$ cat src/design/mask_cr_pkg.sv
// package with encodings, offsets, masks and carrier types of the mask and condition-field unit
package mask_cr_pkg;

	localparam int XLEN = 32;

	// opcodes
	localparam logic [5:0] OP_FIXED     = 6'h1F;
	localparam logic [5:0] OP_COND      = 6'h13;
	localparam logic [5:0] OP_FLOAT     = 6'h3F;
	localparam logic [9:0] XO_MASK_GEN  = 10'h01D;
	localparam logic [9:0] XO_MASK_INS  = 10'h21D;
	localparam logic [9:0] XO_CR_COPY   = 10'h000;
	localparam logic [9:0] XO_FS_COPY   = 10'h040;

	// register offsets on the bus (byte addresses)
	localparam logic [7:0] OFS_COND_REG = 8'h00;
	localparam logic [7:0] OFS_FP_STAT  = 8'h04;
	localparam logic [7:0] OFS_FX_EXC   = 8'h08;
	localparam logic [7:0] OFS_OP_COUNT = 8'h0C;

	// reset values
	localparam logic [31:0] RST_COND_REG = 32'h0000_0000;
	localparam logic [31:0] RST_FP_STAT  = 32'h0000_0000;
	localparam logic [31:0] RST_FX_EXC   = 32'h0000_0000;

	// bit position counted from the lsb of the vector, then field width and field count
	localparam int SUMMARY_OVF_BIT = 31;
	localparam int FIELD_W         = 4;
	localparam int NUM_FIELDS      = 8;

	// reserved bit positions of the fp status register read as zero when copied
	localparam logic [31:0] FS_RESERVED = 32'h0000_0800;

	// exception bits cleared by the status-to-condition copy, indexed by source field
	localparam logic [7:0][31:0] FS_CLEAR = {
		32'h0000_0000, 32'h0000_0000, 32'h0000_0000, 32'h0000_0000,
		32'h0008_0000, 32'h00F0_0000, 32'h0F00_0000, 32'h9000_0000
	};

	// fixed-point form of the instruction word, msb first
	typedef struct packed {
		logic [5:0] primary;
		logic [4:0] first_source_sel;
		logic [4:0] target_sel;
		logic [4:0] second_source_sel;
		logic [9:0] ext;
		logic       record_flag;
	} fixed_form_t;

	// condition-field form of the instruction word, msb first
	typedef struct packed {
		logic [5:0] primary;
		logic [2:0] dest_cond_field_sel;
		logic [1:0] unused_a;
		logic [2:0] src_field_sel;
		logic [1:0] unused_b;
		logic [4:0] unused_c;
		logic [9:0] ext;
		logic       unused_d;
	} field_form_t;

	// whole state of the unit
	typedef struct packed {
		logic [31:0] cond_reg;
		logic [31:0] fp_stat;
		logic [31:0] fx_exc;
		logic [31:0] op_count;
		logic [31:0] rd_data;
		logic        ack;
		logic        wr_valid;
		logic [4:0]  wr_sel;
		logic [31:0] wr_data;
		logic        illegal;
	} unit_state_t;

endpackage

$ cat src/design/mask_and_cr_field_unit.sv
// mask generate/insert and condition-field move execution unit with a wishbone register slave
// Function
// (RQ1) mask generate: start from low five bits of first source, end from second.
// (RQ2) start below end plus one: ones from start through end, zeros elsewhere.
// (RQ3) start equal to end plus one: all 32 mask bits set.
// (RQ4) start above end plus one: zeros from end+1 to start-1, ones elsewhere.
// (RQ5) mask insert: target bit takes source bit where mask bit is one.
// (RQ6) mask insert: target bit keeps old value where mask bit is zero.
// (RQ7) mask operations never change the fixed-point exception register.
// (RQ8) record flag set updates field 0 with sign flags and summary overflow.
// (RQ9) mask insert decodes as primary 31, extended 541, record flag lowest bit.
// (RQ10) condition-field copy moves the source field into the destination field.
// (RQ11) condition-field copy leaves other fields and exception register unchanged.
// (RQ12) status copy moves selected fp status field into destination condition field.
// (RQ13) reserved fp status bits are supplied as zeros in the copied value.
// (RQ14) status copy source selector addresses one of eight fields, 0 to 7.
// (RQ15) status copy clears the exception bits of the copied field.
// (RQ16) mask generate decodes as primary 31, extended 29, record flag lowest bit.
// (RQ17) opcodes and 3-bit field selectors are decoded from the instruction word.
module mask_and_cr_field_unit
(
	input  wire logic        clk_i,
	input  wire logic        rst_i,
	input  wire logic        instr_valid_i,
	input  wire logic [31:0] instr_i,
	input  wire logic [31:0] first_source_i,
	input  wire logic [31:0] second_source_i,
	input  wire logic [31:0] target_old_i,
	input  wire logic        wb_cyc_i,
	input  wire logic        wb_stb_i,
	input  wire logic        wb_we_i,
	input  wire logic [7:0]  wb_adr_i,
	input  wire logic [3:0]  wb_sel_i,
	input  wire logic [31:0] wb_dat_i,
	output logic      [31:0] wb_dat_o,
	output logic             wb_ack_o,
	output logic             wr_valid_o,
	output logic      [4:0]  wr_sel_o,
	output logic      [31:0] wr_data_o,
	output logic             illegal_o,
	output logic      [31:0] cond_reg_o,
	output logic      [31:0] fp_stat_o
);

	mask_cr_pkg::unit_state_t st_r;
	mask_cr_pkg::unit_state_t st_nxt;

	mask_cr_pkg::fixed_form_t fx_form;
	mask_cr_pkg::field_form_t fd_form;

	logic [5:0]  start_pos;
	logic [5:0]  end_pos;
	logic [31:0] gen_mask;
	logic [31:0] ins_result;

	assign fx_form = mask_cr_pkg::fixed_form_t'(instr_i); // RQ17
	assign fd_form = mask_cr_pkg::field_form_t'(instr_i); // RQ17

	assign start_pos = {1'b0, first_source_i[4:0]};  // RQ1
	assign end_pos   = {1'b0, second_source_i[4:0]}; // RQ1

	// mask bit k of the architected numbering sits at vector bit 31-k
	genvar k;
	generate
		for (k = 0; k < mask_cr_pkg::XLEN; k++)
		begin : g_mask
			localparam logic [5:0] POS = 6'(k);
			always_comb
			begin
				if (start_pos < end_pos + 6'h01)
					gen_mask[31 - k] = (POS >= start_pos) && (POS <= end_pos); // RQ2
				else if (start_pos == end_pos + 6'h01)
					gen_mask[31 - k] = 1'b1; // RQ3
				else
					gen_mask[31 - k] = !((POS >= end_pos + 6'h01) && (POS <= start_pos - 6'h01)); // RQ4
			end
		end
	endgenerate

	assign ins_result = (first_source_i & second_source_i) | (target_old_i & ~second_source_i); // RQ5 RQ6

	// byte-lane merge of a bus write into a register
	function automatic logic [31:0] lane_merge(input logic [31:0] old_v, input logic [31:0] new_v,
		input logic [3:0] sel);
		logic [31:0] res;
		res = old_v;
		for (int b = 0; b < 4; b++)
		begin
			if (sel[b])
				res[b*8 +: 8] = new_v[b*8 +: 8];
		end
		return res;
	endfunction

	// field n of a 32-bit register, field 0 in the top nibble
	function automatic logic [3:0] get_field(input logic [31:0] v, input logic [2:0] n);
		return v[(3'd7 - n) * 4 +: 4];
	endfunction

	function automatic logic [31:0] put_field(input logic [31:0] v, input logic [2:0] n,
		input logic [3:0] f);
		logic [31:0] res;
		res = v;
		res[(3'd7 - n) * 4 +: 4] = f;
		return res;
	endfunction

	always_comb
	begin
		logic        bus_req;
		logic        is_mask;
		logic [31:0] result;
		logic [3:0]  cr0;
		logic [3:0]  fs_field;
		bus_req  = wb_cyc_i && wb_stb_i && !st_r.ack;
		is_mask  = 1'b0;
		result   = 32'h0000_0000;
		cr0      = 4'h0;
		fs_field = 4'h0;
		st_nxt   = st_r;
		st_nxt.ack      = 1'b0;
		st_nxt.wr_valid = 1'b0;
		st_nxt.illegal  = 1'b0;

		// ack one cycle after the request; the second cycle sees ack high and stays quiet
		if (bus_req)
		begin
			st_nxt.ack = 1'b1;
			case (wb_adr_i)
				mask_cr_pkg::OFS_COND_REG: st_nxt.rd_data = st_r.cond_reg;
				mask_cr_pkg::OFS_FP_STAT:  st_nxt.rd_data = st_r.fp_stat;
				mask_cr_pkg::OFS_FX_EXC:   st_nxt.rd_data = st_r.fx_exc;
				mask_cr_pkg::OFS_OP_COUNT: st_nxt.rd_data = st_r.op_count;
				default:                   st_nxt.rd_data = 32'h0000_0000;
			endcase
			if (wb_we_i)
			begin
				case (wb_adr_i)
					mask_cr_pkg::OFS_COND_REG:
						st_nxt.cond_reg = lane_merge(st_r.cond_reg, wb_dat_i, wb_sel_i);
					mask_cr_pkg::OFS_FP_STAT:
						st_nxt.fp_stat = lane_merge(st_r.fp_stat, wb_dat_i, wb_sel_i);
					mask_cr_pkg::OFS_FX_EXC:
						st_nxt.fx_exc = lane_merge(st_r.fx_exc, wb_dat_i, wb_sel_i);
					default:
						st_nxt.rd_data = st_nxt.rd_data;
				endcase
			end
		end

		// an instruction in the same cycle as a bus write wins on the bits it touches
		if (instr_valid_i)
		begin
			st_nxt.op_count = st_r.op_count + 32'h0000_0001;
			if (fx_form.primary == mask_cr_pkg::OP_FIXED && fx_form.ext == mask_cr_pkg::XO_MASK_GEN) // RQ16
			begin
				is_mask = 1'b1;
				result  = gen_mask; // RQ1
			end
			else if (fx_form.primary == mask_cr_pkg::OP_FIXED && fx_form.ext == mask_cr_pkg::XO_MASK_INS) // RQ9
			begin
				is_mask = 1'b1;
				result  = ins_result; // RQ5 RQ6
			end
			else if (fd_form.primary == mask_cr_pkg::OP_COND && fd_form.ext == mask_cr_pkg::XO_CR_COPY)
			begin
				// only the destination field is written; exception register untouched
				st_nxt.cond_reg = put_field(st_nxt.cond_reg, fd_form.dest_cond_field_sel,
					get_field(st_nxt.cond_reg, fd_form.src_field_sel)); // RQ10 RQ11
			end
			else if (fd_form.primary == mask_cr_pkg::OP_FLOAT && fd_form.ext == mask_cr_pkg::XO_FS_COPY)
			begin
				fs_field = get_field(st_nxt.fp_stat & ~mask_cr_pkg::FS_RESERVED, fd_form.src_field_sel); // RQ13 RQ14
				st_nxt.cond_reg = put_field(st_nxt.cond_reg, fd_form.dest_cond_field_sel, fs_field); // RQ12
				st_nxt.fp_stat  = st_nxt.fp_stat & ~mask_cr_pkg::FS_CLEAR[fd_form.src_field_sel]; // RQ15
			end
			else
			begin
				st_nxt.illegal = 1'b1;
			end

			// mask results go back to the register file; exception register is left alone
			if (is_mask)
			begin
				st_nxt.wr_valid = 1'b1; // RQ7
				st_nxt.wr_sel   = fx_form.target_sel;
				st_nxt.wr_data  = result;
				if (fx_form.record_flag)
				begin
					cr0[3] = result[31];
					cr0[2] = !result[31] && (result != 32'h0000_0000);
					cr0[1] = (result == 32'h0000_0000);
					cr0[0] = st_nxt.fx_exc[mask_cr_pkg::SUMMARY_OVF_BIT];
					st_nxt.cond_reg = put_field(st_nxt.cond_reg, 3'd0, cr0); // RQ8
				end
			end
		end
	end

	always_ff @(posedge clk_i)
	begin
		if (rst_i)
		begin
			st_r          <= '0;
			st_r.cond_reg <= mask_cr_pkg::RST_COND_REG;
			st_r.fp_stat  <= mask_cr_pkg::RST_FP_STAT;
			st_r.fx_exc   <= mask_cr_pkg::RST_FX_EXC;
		end
		else
		begin
			st_r <= st_nxt;
		end
	end

	assign wb_dat_o   = st_r.rd_data;
	assign wb_ack_o   = st_r.ack;
	assign wr_valid_o = st_r.wr_valid;
	assign wr_sel_o   = st_r.wr_sel;
	assign wr_data_o  = st_r.wr_data;
	assign illegal_o  = st_r.illegal;
	assign cond_reg_o = st_r.cond_reg;
	assign fp_stat_o  = st_r.fp_stat;

endmodule

$ cat config.mk
export PLATFORM = sky130hd
export DESIGN_NAME = mask_and_cr_field_unit
export DESIGN_NICKNAME = d
export VERILOG_FILES = /design/src/design/mask_cr_pkg.sv /design/src/design/mask_and_cr_field_unit.sv
export SDC_FILE = /design/constraint.sdc
export NUM_CORES = 1
export LEC_CHECK = 0
export BUFFER_PORTS_ARGS = -buffer_cell sky130_fd_sc_hd__buf_2
export CAP_MARGIN = 20
export CORE_ASPECT_RATIO = 0.9
export CORE_MARGIN = 2
export CORE_UTILIZATION = 35
export CTS_CLUSTER_SIZE = 20
export DETAILED_ROUTE_END_ITERATION = 16
export PLACE_DENSITY = 0.52
export SKIP_CTS_REPAIR_TIMING = 1
export SKIP_LAST_GASP = 1
export SYNTH_ARGS = -nofsm -noshare
export SYNTH_HDL_FRONTEND = slang
export SYNTH_SLANG_ARGS = --single-unit
$ cat constraint.sdc
create_clock -name clk_i -period 9.7 [get_ports clk_i]
set_clock_uncertainty 0.15 [all_clocks]
set_input_delay 1.455 -clock clk_i [delete_from_list [all_inputs] [get_ports clk_i]]
set_output_delay 1.455 -clock clk_i [all_outputs]
set_load 0.03 [all_outputs]
Word level (Yosys, flattened, before mapping). Memory sizes are Yosys's and may differ from the RTL's. Index checks and enable logic that the tools add are counted.

Logic and storage cells: 391. Bits in registers: 200. Bits of input ports: 178. Memory bits (read-only): 256. Output and inout bits: 136. Memories kept: 1.

Memories: (no name shown) (depth 8, bits a word 32, rd ports 1, clocked after memory_dff 0, wr ports 0, line mask_and_cr_field_unit.sv:175) `st_nxt.fp_stat = st_nxt.fp_stat & ~mask_cr_pkg::FS_CLEAR[fd_form.src_field_sel];`.

Bitwise logic cells: 7. Magnitude comparators: 130. Muxes and demuxes: 102. Shift operators: 5. Eq/ne operators: 10. Reductions and logical operators: 116. Add/sub/neg operators: 6.

Operator list (number): 32-bit 2-to-1 mux (11); 64-bit 2-to-1 mux (4); 96-bit 2-to-1 mux (2); 32-bit one-hot mux with 4 select lines (1); 32-bit bitwise AND (3); 5-bit by 6-bit >= comparator with 1-bit output (first input constant) (16); 5-bit by 6-bit <= comparator with 1-bit output (first input constant) (16); 8-bit 2-to-1 mux (12); 5-bit >= comparator (first input constant) (16); 5-bit <= comparator (first input constant) (16); 1-bit logical AND (71); 1-bit 2-to-1 mux (69); 4-bit by 34-bit variable part select with 32-bit output (2); 32-bit by 33-bit variable part select with 4-bit output (2); 32-bit bitwise mux (2); 32-bit inverter (2); 4-bit by 6-bit >= comparator with 1-bit output (first input constant) (8); 4-bit by 6-bit <= comparator with 1-bit output (first input constant) (8); 4-bit by 5-bit >= comparator with 1-bit output (first input constant) (8); 4-bit by 5-bit <= comparator with 1-bit output (first input constant) (8); 38-bit 2-to-1 mux (1); 1-bit logical NOT (34); 32-bit negator with 34-bit output (1); 4-bit by 34-bit variable shift with 32-bit output (first input constant) (1); other kinds (36) (62).

Logic depth before layout (Yosys ltp).
Depth in word-level cells: 14. Gate-level depth with buffers: 19. Mapped depth without buffers: 14.

Worst setup path before layout. No wires, ideal clock.

Kind: input port to flip-flop. From: input port second_source_i[3]. To: register st_r, in the netlist cond_reg_o[30]. Slack: 4838 ps. Stages: 16. Arrival: 4593 ps. Library setup time: 119 ps. Buffers on the path: 3. Data required time: 9431 ps. Path through: buf_4 -> clkbuf_1 -> clkbuf_1 -> and3_1 -> ha_1 -> inv_1 -> ha_1 -> nand4_1 -> o21ai_0 -> nor2_1 -> nor2_1 -> or4_1 -> a2111oi_0 -> nand4_1 -> nor2_1 -> o21ai_1.

Word-level cells in the longest chain between the ends: 13. Elaborated cells on any way between the ends: 240. Classes of those cells: add/sub (1); order compare (65); eq/ne (1); mux (70); bitwise (4); reduce/logical (99).

Ends and longest elaborated chain: start, declared (line mask_and_cr_field_unit.sv:27) `input wire logic [31:0] second_source_i,`; 5-bit by 1-bit adder with 6-bit output (line mask_and_cr_field_unit.sv:70, mask_and_cr_field_unit.sv:72, mask_and_cr_field_unit.sv:75); 5-bit by 6-bit >= comparator with 1-bit output (tied with other cells) (line mask_and_cr_field_unit.sv:75) `gen_mask[31 - k] = !((POS >= end_pos + 6'h01) && (POS <= start_pos - 6'h01));`; 1-bit logical AND (line mask_and_cr_field_unit.sv:75); 1-bit logical NOT (line mask_and_cr_field_unit.sv:75); 1-bit 2-to-1 mux (line mask_and_cr_field_unit.sv:72) `else if (start_pos == end_pos + 6'h01)`; 1-bit 2-to-1 mux (line mask_and_cr_field_unit.sv:70) `if (start_pos < end_pos + 6'h01)`; 32-bit 2-to-1 mux (*) (line mask_and_cr_field_unit.sv:155) `if (fx_form.primary == mask_cr_pkg::OP_FIXED && fx_form.ext == mask_cr_pkg::XO_MASK_GEN)`; 32-bit 2-to-1 mux (*) (line mask_and_cr_field_unit.sv:152) `if (instr_valid_i)`; 32-bit nonzero test / 1-bit logical NOT (equally long branches) (line mask_and_cr_field_unit.sv:191) `cr0[2] = !result[31] && (result != 32'h0000_0000);`; 1-bit logical AND (*) (line mask_and_cr_field_unit.sv:191); 32-bit 2-to-1 mux (*) (line mask_and_cr_field_unit.sv:188) `if (fx_form.record_flag)`; 32-bit 2-to-1 mux (*) (line mask_and_cr_field_unit.sv:183) `if (is_mask)`; 64-bit 2-to-1 mux (*) (line mask_and_cr_field_unit.sv:152); end signal, assigned (line mask_and_cr_field_unit.sv:211) `st_r <= st_nxt;`; end, declared (line mask_and_cr_field_unit.sv:45) `mask_cr_pkg::unit_state_t st_r;`.

Mark *: on every way between the ends. The rest lies on a longest branch, timed or not. The select of a mux whose other input is x is not followed. A chain may end at the register's enable or synchronous reset.

Worst setup path in the final report.
From: input port second_source_i[1]. To: register st_r, in the netlist cond_reg_o[30].

Same word-level chain as after synthesis.

==> flow_summary.ini <==
[run_status]
status = completed

[synth]
syn-cell-area_um2 = 13870
syn_inst = 1708
synth_flop_cell = dfxtp_1
synth_area_leaders = dfxtp_1, buf_4, mux4_2
synth_enable_flop_cells = 0
ys_seq_elements = 200
yosys.area.top_type_share_pct = 28.87
synthTopCellsByCount = nor2_1, dfxtp_1, nand2_1
syn-mean-instance-area_um2 = 8.120
ys_types = 81
synth.most_common_cell = nor2_1
yosysSeqAreaShare_pct = 28.87
synthesis.nets = 1905
yosys_warnings = 0
yosys.area.top_type = dfxtp_1
async_flop_share_pct = 0

[setup_path]
r2r_cells = 10
cp_max_fo = 16
cp_slowest_stage_delay_ns = 0.88
reg2reg_from = wb_ack_o
crit_family = compound AO/OA/AOI/OAI gates
cp-endpoint = cond_reg_o[30]
reg2reg_slack_ns = 5.70
cp.required_ns = 9.88
cp_num_cells = 14
crit_path_end_kind = flip-flop
criticalPathCategory = in2reg
arrival_ns = 6.37
r2r-end = cond_reg_o[3]
crit_start = second_source_i[1]
cp_num_buf_inv = 2
path_cells = buf_2, ha_1, and3_1, ha_1, inv_1, ha_1, nand2_1, a21o_1, a21oi_1, a31oi_1, a2111oi_1, nand4_1, nor2_1, o21ai_1
cpMostUsedCell = ha_1
crit_slowest_cell = a2111oi_1
start_kind = input pin

[cells_and_area]
drive_gt1_share_pct = 24.82
register_area_um2 = 4004
syn_to_final_growth_pct = 11.37
final_core_util_pct = 39.32
multi_input_area_um2 = 8288
fill_cells = 4149
nNetsFinal = 2013

[floorplanning]
die_area_um2 = 41230
die_h_um = 192.8
core_area_um2 = 39280
start_util_pct = 35.30
num_rows = 69
die_x_um = 213.8
io_pins = 314

[sta]
slew_headroom_pct = 25.42
rsz0062_at_grt = false
finalCritPeriodShare_pct = 63.81
period_minus_slack_ns = 6.189
setup_tns_ns = 0
postLayoutSetupSlackWorst_ns = 3.511
max_freq_ghz = 0.1616
tightest_slew_ns = 1.107
finalHoldViolCount = 0
drv_slew = 0
fin_hold_ws_ns = 0.3013
setup_viol = 0

[cts]
cts_buffer_depth = 2
clk_pin_slew_ns = 0.08
clock_latency_ns = 0.46
cts_max_level = 4
cts.sinks = 200
clock-root-buffer = clkbuf_16
cts_tree = built
numCtsBuffers = 17

[routing]
top_layer = met5
vias = 13750
drc = 0
viasPerCell = 5.821
wl_met3_mm = 5.539
drtIter0Drc = 1527
postRouteWirelength_mm = 59.76
post_drt_wl_per_cell_um = 25.29
ant_nets = 0
first_pass_iters = 8
met1_length_mm = 28.88
route.met2.wl_mm = 24.42

[power_and_ir_drop]
p_total_uw = 1935
power_density_nw_per_um2 = 125.3
leakagePower_uw = 0.006594
ir_drop_mv = 0.09283

[global_route]
grt_use_total_pct = 28.70
grt_pass1_wl_mm = 86.80
grt_overflow_total = 0
grt_start_max_net_pins = 111
grt_pass1_vias = 12770
antenna_found_initial = 3

[place]
portBuffers = 306
hpwlAfterDp_mm = 46.43
post-place-ws_ns = 3.300
globalplace.congestion = 0.9866

[worst_hold_path]
hold_start = st_r[133]
hold_class = reg2reg

[job]
drv_cap = 0
worst reg2reg max path, delay by kind of cell (launching register included):
kind,cells,cell delay (ns)
and+or+nand+nor,4,1.82
muxes,3,0.92
DFF,1,0.32
AOI/OAI and AO/OA,2,0.32
buffers and inverters,1,0.30
state kept, by name, indices dropped and copies added (netlist names), 5 cells and up:
signal and flops:
cond_reg_o 32, fp_stat_o 32, st_r 64, wb_dat_o 32, wr_data_o 32, wr_sel_o 5
how the worst min path moves through the flow:
| stage | endpoint | slack [ns] | depth (start not counted) |
|---|---|---|---|
| after floorplan | st_r[104] | 0.28 | 2 |
| after global placement | st_r[125] | 0.29 | 2 |
| after detailed placement | wr_data_o[27] | 0.29 | 2 |
| after CTS | st_r[131] | 0.30 | 2 |
| after global routing | st_r[109] | 0.32 | 2 |
| final | st_r[133] | 0.30 | 2 |
area by class of cell:
cell class / instances / area share (%)
Multi-Input combinational cell: 1233 / 53.66
Sequential cell: 200 / 25.92
Timing Repair Buffer: 335 / 11.35
Tap cell: 532 / 4.310
Clock buffer: 19 / 2.868
Clock inverter: 13 / 1.150
Inverter: 29 / 0.7048
Antenna cell: 2 / 0.03240
metal layers:
metal | global-route usage (%) | up-vias
li1 | - | 6306
met1 | 43.48 | 6738
met2 | 40.32 | 649
met3 | 7.356 | 59
met4 | 5.876 | 2
met5 | 0 | -
cells by family (layout without fill, tap and decap cells):
group	after synthesis	after routing	share of synthesized area, %
DFF	200	200	28.87
adders and majority gates	21	21	1.868
other	0	2	0
muxes	161	161	15.92
AOI/OAI and AO/OA	409	409	19.51
xor gates and xnor gates	32	32	2.075
and+or+nand+nor	610	610	20.34
buffers and inverters	275	396	11.41
where the power goes:
group / switching [uW] / total (uW) / internal (uW) / leakage (uW)
clock: 372 / 774 / 403 / 0.000301
combinational: 230 / 336 / 106 / 0.00468
sequential: 2.94 / 825 / 822 / 0.00161
placed cells by master, fill, tap and decap left out, types with 7 or more instances in the layout:
cell type and n:
nand3_1 34, xor2_1 17, a221oi_1 23, or3_1 17
nor3_1 46, nand4_1 15, a21o_1 9, and3_1 17
buf_2 306, nand2_1 190, nor4_1 8, nor2_1 203
nor2b_1 8, and2_1 10, a2111oi_0 7, mux2i_1 96
dfxtp_1 200, ha_1 19, mux4_2 45, o211ai_1 8
o22ai_1 10, o21a_1 7, o21ai_0 61, clkbuf_16 17
o32ai_1 7, a22oi_1 35, a31oi_1 16, nand2b_1 13
a211oi_1 24, o21ai_1 8, or2_2 7, xnor2_1 14
buf_4 28, or4_1 13, mux2_2 17, a21oi_1 127
inv_1 25, a32oi_1 8
metrics by stage:
stage / std cells / area [um2]
finish: 2363 / 15440
global route: 2361 / 15440
CTS: 2360 / 15430
detailed placement: 2328 / 14810
global placement: 2328 / 14810
floorplan: 1708 / 13870
No activity file was read; power rests on OpenSTA's default activity.
